$ cat config.mk
export PLATFORM = sky130hd
export DESIGN_NAME = elp_top
export DESIGN_NICKNAME = d
export VERILOG_FILES = /design/src/hdl/elp_pkg.sv /design/src/hdl/elp_top.sv /design/src/hdl/elp_flag_guard.sv /design/src/hdl/elp_recovery_counter.sv
export SDC_FILE = /design/constraint.sdc
export NUM_CORES = 1
export LEC_CHECK = 0
export ABC_AREA = 1
export BUFFER_PORTS_ARGS = -buffer_cell sky130_fd_sc_hd__buf_2
export CAP_MARGIN = 20
export CORE_UTILIZATION = 30
export DETAILED_ROUTE_END_ITERATION = 6
export PLACE_DENSITY = 0.62
export SYNTH_ARGS = -nofsm -noshare
export SYNTH_HDL_FRONTEND = slang
export SYNTH_SLANG_ARGS = --single-unit
$ cat constraint.sdc
create_clock -name clk_i -period 3.35 [get_ports clk_i]
set_clock_uncertainty 0.05 [all_clocks]
set_input_delay 0.1675 -clock clk_i [delete_from_list [all_inputs] [get_ports clk_i]]
set_output_delay 0.1675 -clock clk_i [all_outputs]
set_load 0.005 [all_outputs]
$ cat src/hdl/elp_pkg.sv
// shared constants and types of the exception and low-power control unit
package elp_pkg;

  localparam int NUM_IRQ   = 8;
  localparam int NUM_FLAGS = 4;

  // register byte offsets
  localparam logic [3:0] OFF_BREAK_STATUS = 4'h0;
  localparam logic [3:0] OFF_BREAK_CTRL   = 4'h4;
  localparam logic [3:0] OFF_STATE        = 4'h8;

  // field positions
  localparam int BW_POS    = 0;
  localparam int BREAK_CLEAR_ENABLE_BIT_POS  = 0;
  localparam int ST_MODE   = 0;
  localparam int ST_VEC    = 4;
  localparam int ST_IMASK  = 8;
  localparam int ST_BRK    = 9;
  localparam int ST_FLAGS  = 12;

  // reset values
  localparam logic BW_RST    = 1'b0;
  localparam logic BREAK_CLEAR_ENABLE_BIT_RST  = 1'b0;
  localparam logic IMASK_RST = 1'b1;

  // vector codes handed to the core
  localparam logic [3:0] VEC_RESET = 4'hf;
  localparam logic [3:0] VEC_SWI   = 4'he;
  localparam logic [3:0] VEC_NONE  = 4'h0;

  // stop recovery in crystal clock cycles
  localparam logic [12:0] STOP_LONG_CYC  = 13'h1000;
  localparam logic [12:0] STOP_SHORT_CYC = 13'h0020;

  typedef enum logic [2:0] {
    MODE_RUN,
    MODE_STACK,
    MODE_WAIT,
    MODE_STOP,
    MODE_RECOVER
  } elp_mode_t;

  // events from the core, each a one-cycle pulse except rti_i_val
  typedef struct packed {
    logic boundary;
    logic software_interrupt_instr;
    logic return_from_interrupt_instr;
    logic rti_i_val;
    logic wait_exec;
    logic stop_exec;
    logic i_set;
    logic i_clr;
    logic vec_taken;
  } elp_core_req_t;

  // controls towards the core
  typedef struct packed {
    logic       stack_req;
    logic       stack_pc_dec;
    logic       stack_h;
    logic       unstack_req;
    logic       cancel_prefetch;
    logic       reset_taken;
    logic [3:0] vector_sel;
    logic       i_mask;
  } elp_core_ctl_t;

  // clock gating controls
  typedef struct packed {
    logic cpu_clk_en;
    logic periph_clk_en;
    logic base_clk_en;
    logic xtal_clk_en;
    logic watchdog_run;
  } elp_clk_ctl_t;

endpackage : elp_pkg

$ cat src/hdl/elp_top.sv
// exception arbitration, break handling and low-power sequencing
//
// Summary of operation
// RL1 - interrupt entry requests stacking and sets the interrupt mask
// RL2 - return-from-interrupt requests unstacking and restores the mask
// RL3 - requests latched and arbitrated at entry; vector code sent to core
// RL4 - latched interrupt holds until its vector is taken or mask cleared
// RL5 - hardware interrupts only start at an instruction boundary
// RL6 - take request only when mask clear and its enable set
// RL7 - lowest-numbered pending request has highest priority and wins
// RL8 - request pending after return is taken before prefetched opcode runs
// RL9 - high index register never stacked; routines save it themselves
// RL10 - software interrupt is taken regardless of the mask
// RL11 - software interrupt stacks pc, hardware stacks pc minus one
// RL12 - reset sources override everything and skip arbitration
// RL13 - break forces entry through the software-interrupt vector
// RL14 - during break flags are protected unless clear-enable bit is set
// RL15 - flag cleared in break stays cleared afterwards
// RL16 - two-step flags stay protected in break; later second step clears
// RL17 - wait and stop clear mask and stop the core clock
// RL18 - wait keeps peripherals clocked; enabled request stacks next cycle
// RL19 - reset or break ends wait; break in wait sets break-wait flag
// RL20 - watchdog runs, also in wait, while its disable bit is zero
// RL21 - stop holds recovery counter reset, gates clocks; request ends it
// RL22 - recovery lasts 4096 cycles, or 32 with short-recovery bit set
// RL23 - break-wait flag cleared by writing zero and by any reset
// RL24 - clear-enable bit is read/write; one opens clearing during break
`timescale 1ns/100ps
module elp_top (
  input  wire logic                            clk_i,
  input  wire logic                            rst_n_i,
  // avalon-mm slave
  input  wire logic [3:0]                      avs_address,
  input  wire logic                            avs_read,
  input  wire logic                            avs_write,
  input  wire logic [31:0]                     avs_writedata,
  input  wire logic [3:0]                      avs_byteenable,
  output logic [31:0]                          avs_readdata,
  output logic                                 avs_waitrequest,
  // core side
  input  wire elp_pkg::elp_core_req_t          core_req_i,
  output elp_pkg::elp_core_ctl_t               core_ctl_o,
  // requests from modules and break logic
  input  wire logic [elp_pkg::NUM_IRQ-1:0]     irq_req_i,
  input  wire logic [elp_pkg::NUM_IRQ-1:0]     irq_en_i,
  input  wire logic                            brk_irq_i,
  input  wire logic                            reset_src_i,
  // configuration bits
  input  wire logic                            watchdog_disable_bit_i,
  input  wire logic                            short_recovery_bit_i,
  // protected peripheral flags
  input  wire logic [elp_pkg::NUM_FLAGS-1:0]   flag_set_i,
  input  wire logic [elp_pkg::NUM_FLAGS-1:0]   flag_step1_i,
  input  wire logic [elp_pkg::NUM_FLAGS-1:0]   flag_step2_i,
  output logic [elp_pkg::NUM_FLAGS-1:0]        flag_o,
  // clocks and break state
  output elp_pkg::elp_clk_ctl_t                clk_ctl_o,
  output logic                                 break_state_o
);

  ////////////////////////////////////////////////////////////////////////////
  // state

  typedef struct packed {
    elp_pkg::elp_mode_t mode;
    logic               i_mask;
    logic [3:0]         vec;
    logic               pc_dec;
    logic               unstack;
    logic               cancel;
    logic               reset_taken;
    logic               after_rti;
    logic               brk_state;
    logic               bw;
    logic               break_clear_enable_bit;
    logic               wdog;
    logic               ack;
    logic [31:0]        rdata;
  } elp_state_t;

  elp_state_t                    s_reg;
  elp_state_t                    s_next;
  logic [elp_pkg::NUM_IRQ-1:0]   pend_w;
  logic                          any_pend_w;
  logic [3:0]                    win_w;
  logic                          rec_done_w;
  logic                          rec_hold_w;
  logic                          wr_ok_w;

  ////////////////////////////////////////////////////////////////////////////
  // arbitration

  always_comb begin
    pend_w     = irq_req_i & irq_en_i; // RL6
    any_pend_w = |pend_w;
    win_w      = elp_pkg::VEC_NONE;
    // descending scan so the lowest index is left standing
    for (int i = elp_pkg::NUM_IRQ - 1; i >= 0; i--) begin
      if (pend_w[i]) begin
        win_w = 4'(i); // RL7
      end
    end
  end

  ////////////////////////////////////////////////////////////////////////////
  // sequencer and register file

  always_comb begin
    s_next             = s_reg;
    s_next.unstack     = 1'b0;
    s_next.cancel      = 1'b0;
    s_next.reset_taken = 1'b0;
    s_next.wdog        = !watchdog_disable_bit_i; // RL20
    wr_ok_w            = avs_write && s_reg.ack && avs_byteenable[0];

    case (s_reg.mode)
      elp_pkg::MODE_RUN: begin
        if (core_req_i.i_set) begin
          s_next.i_mask = 1'b1;
        end
        if (core_req_i.i_clr) begin
          s_next.i_mask = 1'b0;
        end
        if (core_req_i.return_from_interrupt_instr) begin
          s_next.unstack   = 1'b1; // RL2
          s_next.i_mask    = core_req_i.rti_i_val; // RL2
          s_next.after_rti = 1'b1;
          if (s_reg.brk_state) begin
            s_next.brk_state = 1'b0;
          end
        end else if (core_req_i.wait_exec) begin
          s_next.i_mask = 1'b0; // RL17
          s_next.mode   = elp_pkg::MODE_WAIT;
        end else if (core_req_i.stop_exec) begin
          s_next.i_mask = 1'b0; // RL17
          s_next.mode   = elp_pkg::MODE_STOP;
        end else if (core_req_i.boundary) begin // RL5
          s_next.after_rti = 1'b0;
          if (brk_irq_i) begin
            s_next.vec       = elp_pkg::VEC_SWI; // RL13
            s_next.pc_dec    = 1'b1;
            s_next.brk_state = 1'b1;
            s_next.i_mask    = 1'b1;
            s_next.mode      = elp_pkg::MODE_STACK;
          end else if (core_req_i.software_interrupt_instr) begin
            s_next.vec    = elp_pkg::VEC_SWI; // RL10
            s_next.pc_dec = 1'b0; // RL11
            s_next.i_mask = 1'b1;
            s_next.mode   = elp_pkg::MODE_STACK;
          end else if (any_pend_w && !s_reg.i_mask) begin // RL6
            s_next.vec    = win_w; // RL3
            s_next.pc_dec = 1'b1; // RL11
            s_next.i_mask = 1'b1; // RL1
            s_next.cancel = s_reg.after_rti; // RL8
            s_next.mode   = elp_pkg::MODE_STACK;
          end
        end
      end
      elp_pkg::MODE_STACK: begin
        // vector frozen here, nothing re-arbitrates until release
        if (core_req_i.vec_taken || core_req_i.i_clr) begin // RL4
          s_next.mode = elp_pkg::MODE_RUN;
          if (core_req_i.i_clr) begin
            s_next.i_mask = 1'b0;
          end
        end
      end
      elp_pkg::MODE_WAIT: begin
        if (brk_irq_i) begin
          s_next.bw        = 1'b1; // RL19
          s_next.vec       = elp_pkg::VEC_SWI; // RL13
          s_next.pc_dec    = 1'b1;
          s_next.brk_state = 1'b1;
          s_next.i_mask    = 1'b1;
          s_next.mode      = elp_pkg::MODE_STACK;
        end else if (any_pend_w && !s_reg.i_mask) begin
          s_next.vec    = win_w; // RL18
          s_next.pc_dec = 1'b1;
          s_next.i_mask = 1'b1; // RL1
          s_next.mode   = elp_pkg::MODE_STACK; // RL18
        end
      end
      elp_pkg::MODE_STOP: begin
        // break logic is asleep in stop, only enabled module requests or a reset source wake
        if (any_pend_w) begin
          s_next.mode = elp_pkg::MODE_RECOVER; // RL21
        end
      end
      elp_pkg::MODE_RECOVER: begin
        if (rec_done_w) begin
          s_next.vec    = win_w; // RL21
          s_next.pc_dec = 1'b1;
          s_next.i_mask = 1'b1;
          s_next.mode   = elp_pkg::MODE_STACK;
        end
      end
      default: begin
        s_next.mode = elp_pkg::MODE_RUN;
      end
    endcase

    // bus slave: one wait state, data registered on the first cycle
    s_next.ack = (avs_read || avs_write) && !s_reg.ack;
    if (avs_read && !s_reg.ack) begin
      s_next.rdata = '0;
      if (avs_address == elp_pkg::OFF_BREAK_STATUS) begin
        s_next.rdata[elp_pkg::BW_POS] = s_reg.bw;
      end else if (avs_address == elp_pkg::OFF_BREAK_CTRL) begin
        s_next.rdata[elp_pkg::BREAK_CLEAR_ENABLE_BIT_POS] = s_reg.break_clear_enable_bit; // RL24
      end else if (avs_address == elp_pkg::OFF_STATE) begin
        s_next.rdata[elp_pkg::ST_MODE +: 3]               = s_reg.mode;
        s_next.rdata[elp_pkg::ST_VEC +: 4]                = s_reg.vec;
        s_next.rdata[elp_pkg::ST_IMASK]                   = s_reg.i_mask;
        s_next.rdata[elp_pkg::ST_BRK]                     = s_reg.brk_state;
        s_next.rdata[elp_pkg::ST_FLAGS +: elp_pkg::NUM_FLAGS] = flag_o;
      end
    end
    if (wr_ok_w && avs_address == elp_pkg::OFF_BREAK_CTRL) begin
      s_next.break_clear_enable_bit = avs_writedata[elp_pkg::BREAK_CLEAR_ENABLE_BIT_POS]; // RL24
    end
    // a write of zero clears, but a break that lands now keeps the flag
    if (wr_ok_w && avs_address == elp_pkg::OFF_BREAK_STATUS &&
        !avs_writedata[elp_pkg::BW_POS] &&
        !(s_reg.mode == elp_pkg::MODE_WAIT && brk_irq_i)) begin
      s_next.bw = 1'b0; // RL23
    end

    // any reset source beats every other transition
    if (reset_src_i) begin
      s_next.mode        = elp_pkg::MODE_RUN; // RL12
      s_next.vec         = elp_pkg::VEC_RESET; // RL12
      s_next.i_mask      = elp_pkg::IMASK_RST;
      s_next.reset_taken = 1'b1;
      s_next.after_rti   = 1'b0;
      s_next.brk_state   = 1'b0;
      s_next.bw          = elp_pkg::BW_RST; // RL23
      s_next.break_clear_enable_bit        = elp_pkg::BREAK_CLEAR_ENABLE_BIT_RST;
    end
  end

  always_ff @(posedge clk_i) begin
    if (!rst_n_i) begin
      s_reg        <= '0;
      s_reg.mode   <= elp_pkg::MODE_RUN;
      s_reg.i_mask <= elp_pkg::IMASK_RST;
      s_reg.vec    <= elp_pkg::VEC_RESET;
      s_reg.bw     <= elp_pkg::BW_RST; // RL23
      s_reg.break_clear_enable_bit   <= elp_pkg::BREAK_CLEAR_ENABLE_BIT_RST;
      s_reg.wdog   <= 1'b1;
    end else begin
      s_reg <= s_next;
    end
  end

  ////////////////////////////////////////////////////////////////////////////
  // stop recovery

  assign rec_hold_w = (s_reg.mode != elp_pkg::MODE_RECOVER); // RL21

  elp_recovery_counter u_rec (
    .clk_i   (clk_i),
    .rst_n_i (rst_n_i),
    .hold_i  (rec_hold_w),
    .short_i (short_recovery_bit_i),
    .done_o  (rec_done_w)
  );

  ////////////////////////////////////////////////////////////////////////////
  // flag protection during break

  // first two flags clear in one step, the others need two
  for (genvar g = 0; g < elp_pkg::NUM_FLAGS; g++) begin : g_flag
    elp_flag_guard #(
      .TWO_STEP (g >= 2)
    ) u_guard (
      .clk_i      (clk_i),
      .rst_n_i    (rst_n_i),
      .set_i      (flag_set_i[g]),
      .step1_i    (flag_step1_i[g]),
      .step2_i    (flag_step2_i[g]),
      .break_i    (s_reg.brk_state),
      .clear_en_i (s_reg.break_clear_enable_bit),
      .flag_o     (flag_o[g])
    );
  end

  ////////////////////////////////////////////////////////////////////////////
  // outputs

  assign avs_waitrequest = (avs_read || avs_write) && !s_reg.ack;
  assign avs_readdata    = s_reg.rdata;

  always_comb begin
    core_ctl_o.stack_req       = (s_reg.mode == elp_pkg::MODE_STACK); // RL1
    core_ctl_o.stack_pc_dec    = s_reg.pc_dec; // RL11
    core_ctl_o.stack_h         = 1'b0; // RL9
    core_ctl_o.unstack_req     = s_reg.unstack;
    core_ctl_o.cancel_prefetch = s_reg.cancel; // RL8
    core_ctl_o.reset_taken     = s_reg.reset_taken;
    core_ctl_o.vector_sel      = s_reg.vec; // RL3
    core_ctl_o.i_mask          = s_reg.i_mask;
  end

  always_comb begin
    clk_ctl_o.cpu_clk_en    = (s_reg.mode == elp_pkg::MODE_RUN) ||
                              (s_reg.mode == elp_pkg::MODE_STACK); // RL17
    clk_ctl_o.periph_clk_en = (s_reg.mode != elp_pkg::MODE_STOP) &&
                              (s_reg.mode != elp_pkg::MODE_RECOVER); // RL18
    clk_ctl_o.base_clk_en   = (s_reg.mode != elp_pkg::MODE_STOP); // RL21
    clk_ctl_o.xtal_clk_en   = (s_reg.mode != elp_pkg::MODE_STOP); // RL21
    clk_ctl_o.watchdog_run  = s_reg.wdog; // RL20
  end

  assign break_state_o = s_reg.brk_state;

endmodule : elp_top

$ cat src/hdl/elp_flag_guard.sv
// one peripheral status flag with break-mode clear protection
`timescale 1ns/100ps
module elp_flag_guard #(
  parameter bit TWO_STEP = 1'b0
) (
  input  wire logic clk_i,
  input  wire logic rst_n_i,
  input  wire logic set_i,
  input  wire logic step1_i,
  input  wire logic step2_i,
  input  wire logic break_i,
  input  wire logic clear_en_i,
  output logic      flag_o
);

  typedef struct packed {
    logic flag;
    logic armed;
  } elp_guard_t;

  elp_guard_t g_reg;
  elp_guard_t g_next;
  logic       open_w;
  logic       clr_w;

  always_comb begin
    g_next = g_reg;
    open_w = !break_i || clear_en_i; // RL14 RL24
    // an arm made before break survives it; a protected break cannot arm
    if (step1_i && open_w) begin
      g_next.armed = 1'b1; // RL16
    end
    clr_w = step2_i && open_w && (!TWO_STEP || g_reg.armed || (step1_i && open_w)); // RL16
    if (clr_w) begin
      g_next.flag  = 1'b0; // RL15
      g_next.armed = 1'b0;
    end
    if (set_i) begin
      g_next.flag = 1'b1;
    end
  end

  always_ff @(posedge clk_i) begin
    if (!rst_n_i) begin
      g_reg <= '0;
    end else begin
      g_reg <= g_next;
    end
  end

  assign flag_o = g_reg.flag;

endmodule : elp_flag_guard

$ cat src/hdl/elp_recovery_counter.sv
// stop-mode recovery delay counter
`timescale 1ns/100ps
module elp_recovery_counter (
  input  wire logic clk_i,
  input  wire logic rst_n_i,
  input  wire logic hold_i,
  input  wire logic short_i,
  output logic      done_o
);

  typedef struct packed {
    logic [12:0] cnt;
    logic        done;
  } elp_rec_t;

  elp_rec_t    r_reg;
  elp_rec_t    r_next;
  logic [12:0] limit_w;

  always_comb begin
    r_next  = r_reg;
    limit_w = short_i ? elp_pkg::STOP_SHORT_CYC : elp_pkg::STOP_LONG_CYC; // RL22
    if (hold_i) begin
      r_next.cnt  = '0; // RL21
      r_next.done = 1'b0;
    end else if (!r_reg.done) begin
      r_next.cnt  = r_reg.cnt + 13'h0001;
      r_next.done = (r_next.cnt == limit_w); // RL22
    end
  end

  always_ff @(posedge clk_i) begin
    if (!rst_n_i) begin
      r_reg <= '0;
    end else begin
      r_reg <= r_next;
    end
  end

  assign done_o = r_reg.done;

endmodule : elp_recovery_counter

==> impl_metrics.prom <==
# TYPE chip_impl_metric gauge
chip_impl_info{name="outcome",value="complete, no violations"} 1
chip_impl_info{name="regToRegStartpoint",value="u_rec.done_o"} 1
chip_impl_info{name="endpoint",value="s_reg[47]"} 1
chip_impl_metric{name="cts.sinks",unit=""} 51
chip_impl_metric{name="place_ws",unit="ns"} 1.41
chip_impl_metric{name="final-hold-violation-count",unit=""} 0
chip_impl_info{name="critPathLaunchType",value="flip-flop"} 1
chip_impl_metric{name="num_antenna_cells",unit=""} 0
chip_impl_metric{name="worst-r2r-cell-count",unit=""} 8
chip_impl_metric{name="totalNegativeSetupSlack",unit="ns"} 0
chip_impl_metric{name="slowest_delay",unit="ns"} 0.63
chip_impl_metric{name="synth_seq_cells",unit=""} 51
chip_impl_info{name="synth_top_family_by_area",value="simple AND/OR/NAND/NOR gates"} 1
chip_impl_metric{name="syn-instance-count",unit=""} 469
chip_impl_metric{name="netlist_area_before_placement",unit="mm²"} 0.00301
chip_impl_metric{name="clockBufferDepth",unit=""} 2
chip_impl_metric{name="ios",unit=""} 139
chip_impl_metric{name="synth.distinct_cells",unit=""} 28
chip_impl_info{name="grt_setup_unrepaired",value="no"} 1
chip_impl_metric{name="maxCapViolCount",unit=""} 0
chip_impl_metric{name="drive_above_1_share",unit=""} 0.191
chip_impl_metric{name="core_area",unit="mm²"} 0.00973
chip_impl_metric{name="drtPass1Iterations",unit=""} 4
chip_impl_metric{name="grt_util_all_layers",unit=""} 0.140
chip_impl_info{name="yosys-top-cells-count",value="sky130_fd_sc_hd__nand2_1, sky130_fd_sc_hd__nor2_1, sky130_fd_sc_hd__inv_1"} 1
chip_impl_metric{name="synth-compound-area-share",unit=""} 0.146
chip_impl_metric{name="die_width",unit="µm"} 102
chip_impl_metric{name="wl_per_cell",unit="µm"} 10.6
chip_impl_info{name="worstSetupEndpointType",value="flip-flop"} 1
chip_impl_metric{name="vertical_die_dimension",unit="µm"} 102
chip_impl_metric{name="cts-resized-gates",unit=""} 0
chip_impl_metric{name="power.density",unit="mW/mm²"} 382
chip_impl_metric{name="hpwlAfterDp",unit="mm"} 5.38
chip_impl_metric{name="count_of_flip_flops_with_a_built_in_enable_after_synthesis",unit=""} 0
chip_impl_info{name="critical_path_class",value="flip-flop to flip-flop"} 1
chip_impl_metric{name="synth-xor-area-share",unit=""} 0.0116
chip_impl_metric{name="report.power.total",unit="mW"} 1.32
chip_impl_metric{name="grt_pass1_vias",unit=""} 2664
chip_impl_metric{name="total_leakage_power",unit="nW"} 1.74
chip_impl_metric{name="h-tree-depth",unit=""} 2
chip_impl_info{name="min-delay-path-class",value="input pin to flip-flop"} 1
chip_impl_metric{name="synthesized_area_fraction_occupied_by_adder_cells",unit=""} 0.00832
chip_impl_metric{name="required_time_of_the_worst_setup_path",unit="ns"} 3.56
chip_impl_metric{name="yosysSeqAreaShare",unit=""} 0.339
chip_impl_metric{name="vdd_drop_max",unit="mV"} 0.154
chip_impl_info{name="synth_most_common_cell",value="sky130_fd_sc_hd__nand2_1"} 1
chip_impl_metric{name="area_growth",unit="%"} 15.1
chip_impl_info{name="tritoncts",value="built"} 1
chip_impl_metric{name="finalInstanceArea",unit="mm²"} 0.00346
chip_impl_metric{name="final_max_slew_viol_count",unit=""} 0
chip_impl_metric{name="initial_utilization",unit=""} 0.309
chip_impl_metric{name="final_min_period_over_clock_period",unit=""} 0.560
chip_impl_metric{name="timing.critical_path.fanout_max",unit=""} 14
chip_impl_metric{name="viasPerCell",unit=""} 4.40
chip_impl_metric{name="postPlaceCellArea",unit="mm²"} 0.00329
chip_impl_info{name="path_common_cell",value="sky130_fd_sc_hd__nand2_1"} 1
chip_impl_info{name="netlist.top_cell.by_area",value="sky130_fd_sc_hd__dfxtp_1"} 1
chip_impl_info{name="path_cells",value="inv_1, nand2_1, o21ai_1, nor2_2, nand2_1, nand2_1, nand2_1, nor2_1"} 1
chip_impl_metric{name="yosys_warnings",unit=""} 0
chip_impl_metric{name="maxClockFrequency",unit="GHz"} 0.533
chip_impl_metric{name="cp_data_arrival_time",unit="ns"} 2.08
chip_impl_metric{name="drc",unit=""} 0
chip_impl_info{name="critical_path.reg2reg.endpoint",value="s_reg[47]"} 1
chip_impl_metric{name="worst_setup_hold_path_clk_slew",unit="ns"} 0.10
chip_impl_info{name="synth-main-ff-cell",value="sky130_fd_sc_hd__dfxtp_1"} 1
chip_impl_info{name="cp-startpoint",value="u_rec.done_o"} 1
chip_impl_metric{name="final_period_demand_of_the_worst_path",unit="ns"} 1.88
chip_impl_metric{name="design.final.nets",unit=""} 616
chip_impl_metric{name="finalWeightedCongestion",unit=""} 0.914
chip_impl_metric{name="clk_latency",unit="ns"} 0.31
chip_impl_metric{name="cts_inserted_buffers",unit=""} 5
chip_impl_metric{name="globalRoute.totalOverflow",unit=""} 0
chip_impl_metric{name="via_count",unit=""} 2918
chip_impl_metric{name="placementRows",unit=""} 36
chip_impl_info{name="largest_cells_by_area_after_synthesis",value="sky130_fd_sc_hd__dfxtp_1, sky130_fd_sc_hd__nand2_1, sky130_fd_sc_hd__buf_4"} 1
chip_impl_info{name="timing.critical_path.slowest_stage_cell",value="sky130_fd_sc_hd__dfxtp_1"} 1
chip_impl_metric{name="synth_mux_area_frac",unit=""} 0
chip_impl_metric{name="grt_start_max_net_pins",unit=""} 27
chip_impl_metric{name="ant_nets",unit=""} 0
chip_impl_metric{name="netlist.area_leader.share",unit=""} 0.339
chip_impl_info{name="clk_root_buffer_cell",value="sky130_fd_sc_hd__clkbuf_8"} 1
chip_impl_metric{name="setup_viol",unit=""} 0
chip_impl_metric{name="synth-async-reset-ratio",unit=""} 0
chip_impl_metric{name="synth_simple_gate_area_frac",unit=""} 0.295
chip_impl_metric{name="grt_antenna_before_repair",unit=""} 0
chip_impl_metric{name="register_to_register_setup_slack",unit="ns"} 1.47
chip_impl_metric{name="buffers_on_ports",unit=""} 82
chip_impl_metric{name="wire_length_of_the_first_global_routing_pass",unit="mm"} 11.5
chip_impl_metric{name="first_iter_violations",unit=""} 87
chip_impl_metric{name="die-area",unit="mm²"} 0.0104
chip_impl_metric{name="total_wirelength",unit="mm"} 7.00
chip_impl_metric{name="postLayoutSetupSlackWorst",unit="ns"} 1.47
chip_impl_metric{name="syn-mean-instance-area",unit="µm²"} 6.41
[placed cells by master (no fill, tap or decap)]
master	synthesis	routed
sky130_fd_sc_hd__nand2_1	120	120
sky130_fd_sc_hd__buf_2	1	82
sky130_fd_sc_hd__nor2_1	61	61
sky130_fd_sc_hd__inv_1	54	54
sky130_fd_sc_hd__dfxtp_1	51	51
sky130_fd_sc_hd__o21ai_0	35	35
sky130_fd_sc_hd__a21oi_1	35	35
sky130_fd_sc_hd__conb_1	1	20
sky130_fd_sc_hd__nand3_1	19	19
sky130_fd_sc_hd__clkbuf_8	0	6
sky130_fd_sc_hd__dlygate4sd3_1	0	5
sky130_fd_sc_hd__nor2_2	4	4
sky130_fd_sc_hd__nand4_1	4	4
sky130_fd_sc_hd__xor2_1	4	4
sky130_fd_sc_hd__a31oi_1	4	4
sky130_fd_sc_hd__o211ai_1	3	3
sky130_fd_sc_hd__o21ai_1	3	3
sky130_fd_sc_hd__nand2_2	2	2
sky130_fd_sc_hd__nor4_1	3	2
sky130_fd_sc_hd__nand3b_1	2	2
sky130_fd_sc_hd__ha_1	2	2
sky130_fd_sc_hd__buf_4	48	2
sky130_fd_sc_hd__inv_2	1	1
sky130_fd_sc_hd__nor3_2	1	1
sky130_fd_sc_hd__a311oi_1	1	1
sky130_fd_sc_hd__nor3_1	1	1
sky130_fd_sc_hd__clkinv_1	1	1
sky130_fd_sc_hd__nor4_2	0	1
sky130_fd_sc_hd__a41oi_1	1	1
sky130_fd_sc_hd__a221oi_1	1	1
sky130_fd_sc_hd__inv_6	0	1
sky130_fd_sc_hd__bufinv_16	0	1
[critical path: cells and delay by family, from the launching register on]
family          cells  cell delay [ns]
flops               1             0.63
compound gates      1             0.10
simple gates        6             0.72
buf+inv             1             0.32
[cell type report]
cell class                 instances  area [µm²]
clock buffer                       6        82.6
inverter                          56         210
clock inverter                     2        38.8
multi-input combinational        326        1470
fill                            1074        6270
timing repair buffer              89         475
tap                              133         166
sequential                        51        1020
[power breakdown]
group	total, mW	switching [mW]	leakage (nW)	internal (mW)
registers	0.651	0.0180	0.417	0.633
logic	0.208	0.123	1.26	0.0850
clock network	0.463	0.217	0.0618	0.246
[logic make-up after synthesis]
family	count (synthesis)
compound gates	83
xor+xnor	4
fa+ha+maj	2
buf+inv	111
flops	51
other cells	1
simple gates	217
[worst min-delay path by stage]
stage                           startpoint                  endpoint  slack [ns]  cells past startpoint
floorplan           watchdog_disable_bit_i              clk_ctl_o[0]        0.19                      1
CTS                          flag_set_i[2]  g_flag[2].u_guard.flag_o      0.0002                      3
detailed placement  watchdog_disable_bit_i              clk_ctl_o[0]        0.29                      2
global placement    watchdog_disable_bit_i              clk_ctl_o[0]        0.29                      2
global route                 flag_set_i[2]  g_flag[2].u_guard.flag_o        0.02                      3
finish                       flag_set_i[2]  g_flag[2].u_guard.flag_o        0.01                      3
[what timing repair did]
| item | in CTS | in global routing |
|---|---|---|
| hold buffers | 5 | 0 |
| buffers inserted | 0 | 0 |
| hold endpoints to repair | 5 | 0 |
[through the flow]
step	hold slack (ns)	util	instances
2_1_floorplan	0.187	-	488
3_3_place_gp	0.288	0.338	650
3_5_place_dp	0.293	0.338	650
4_1_cts	0.000211	0.356	663
5_1_grt	0.0212	0.356	663
6_report	0.00974	0.356	663
[per-layer routing]
| metal | track usage | wire, µm |
|---|---|---|
| met1 | 0.160 | 3100 |
| met2 | 0.260 | 3460 |
| met3 | 0.0274 | 334 |
| met4 | 0.0473 | 105 |
| met5 | 0 | 0 |
No activity file was read; power rests on OpenSTA's default activity.
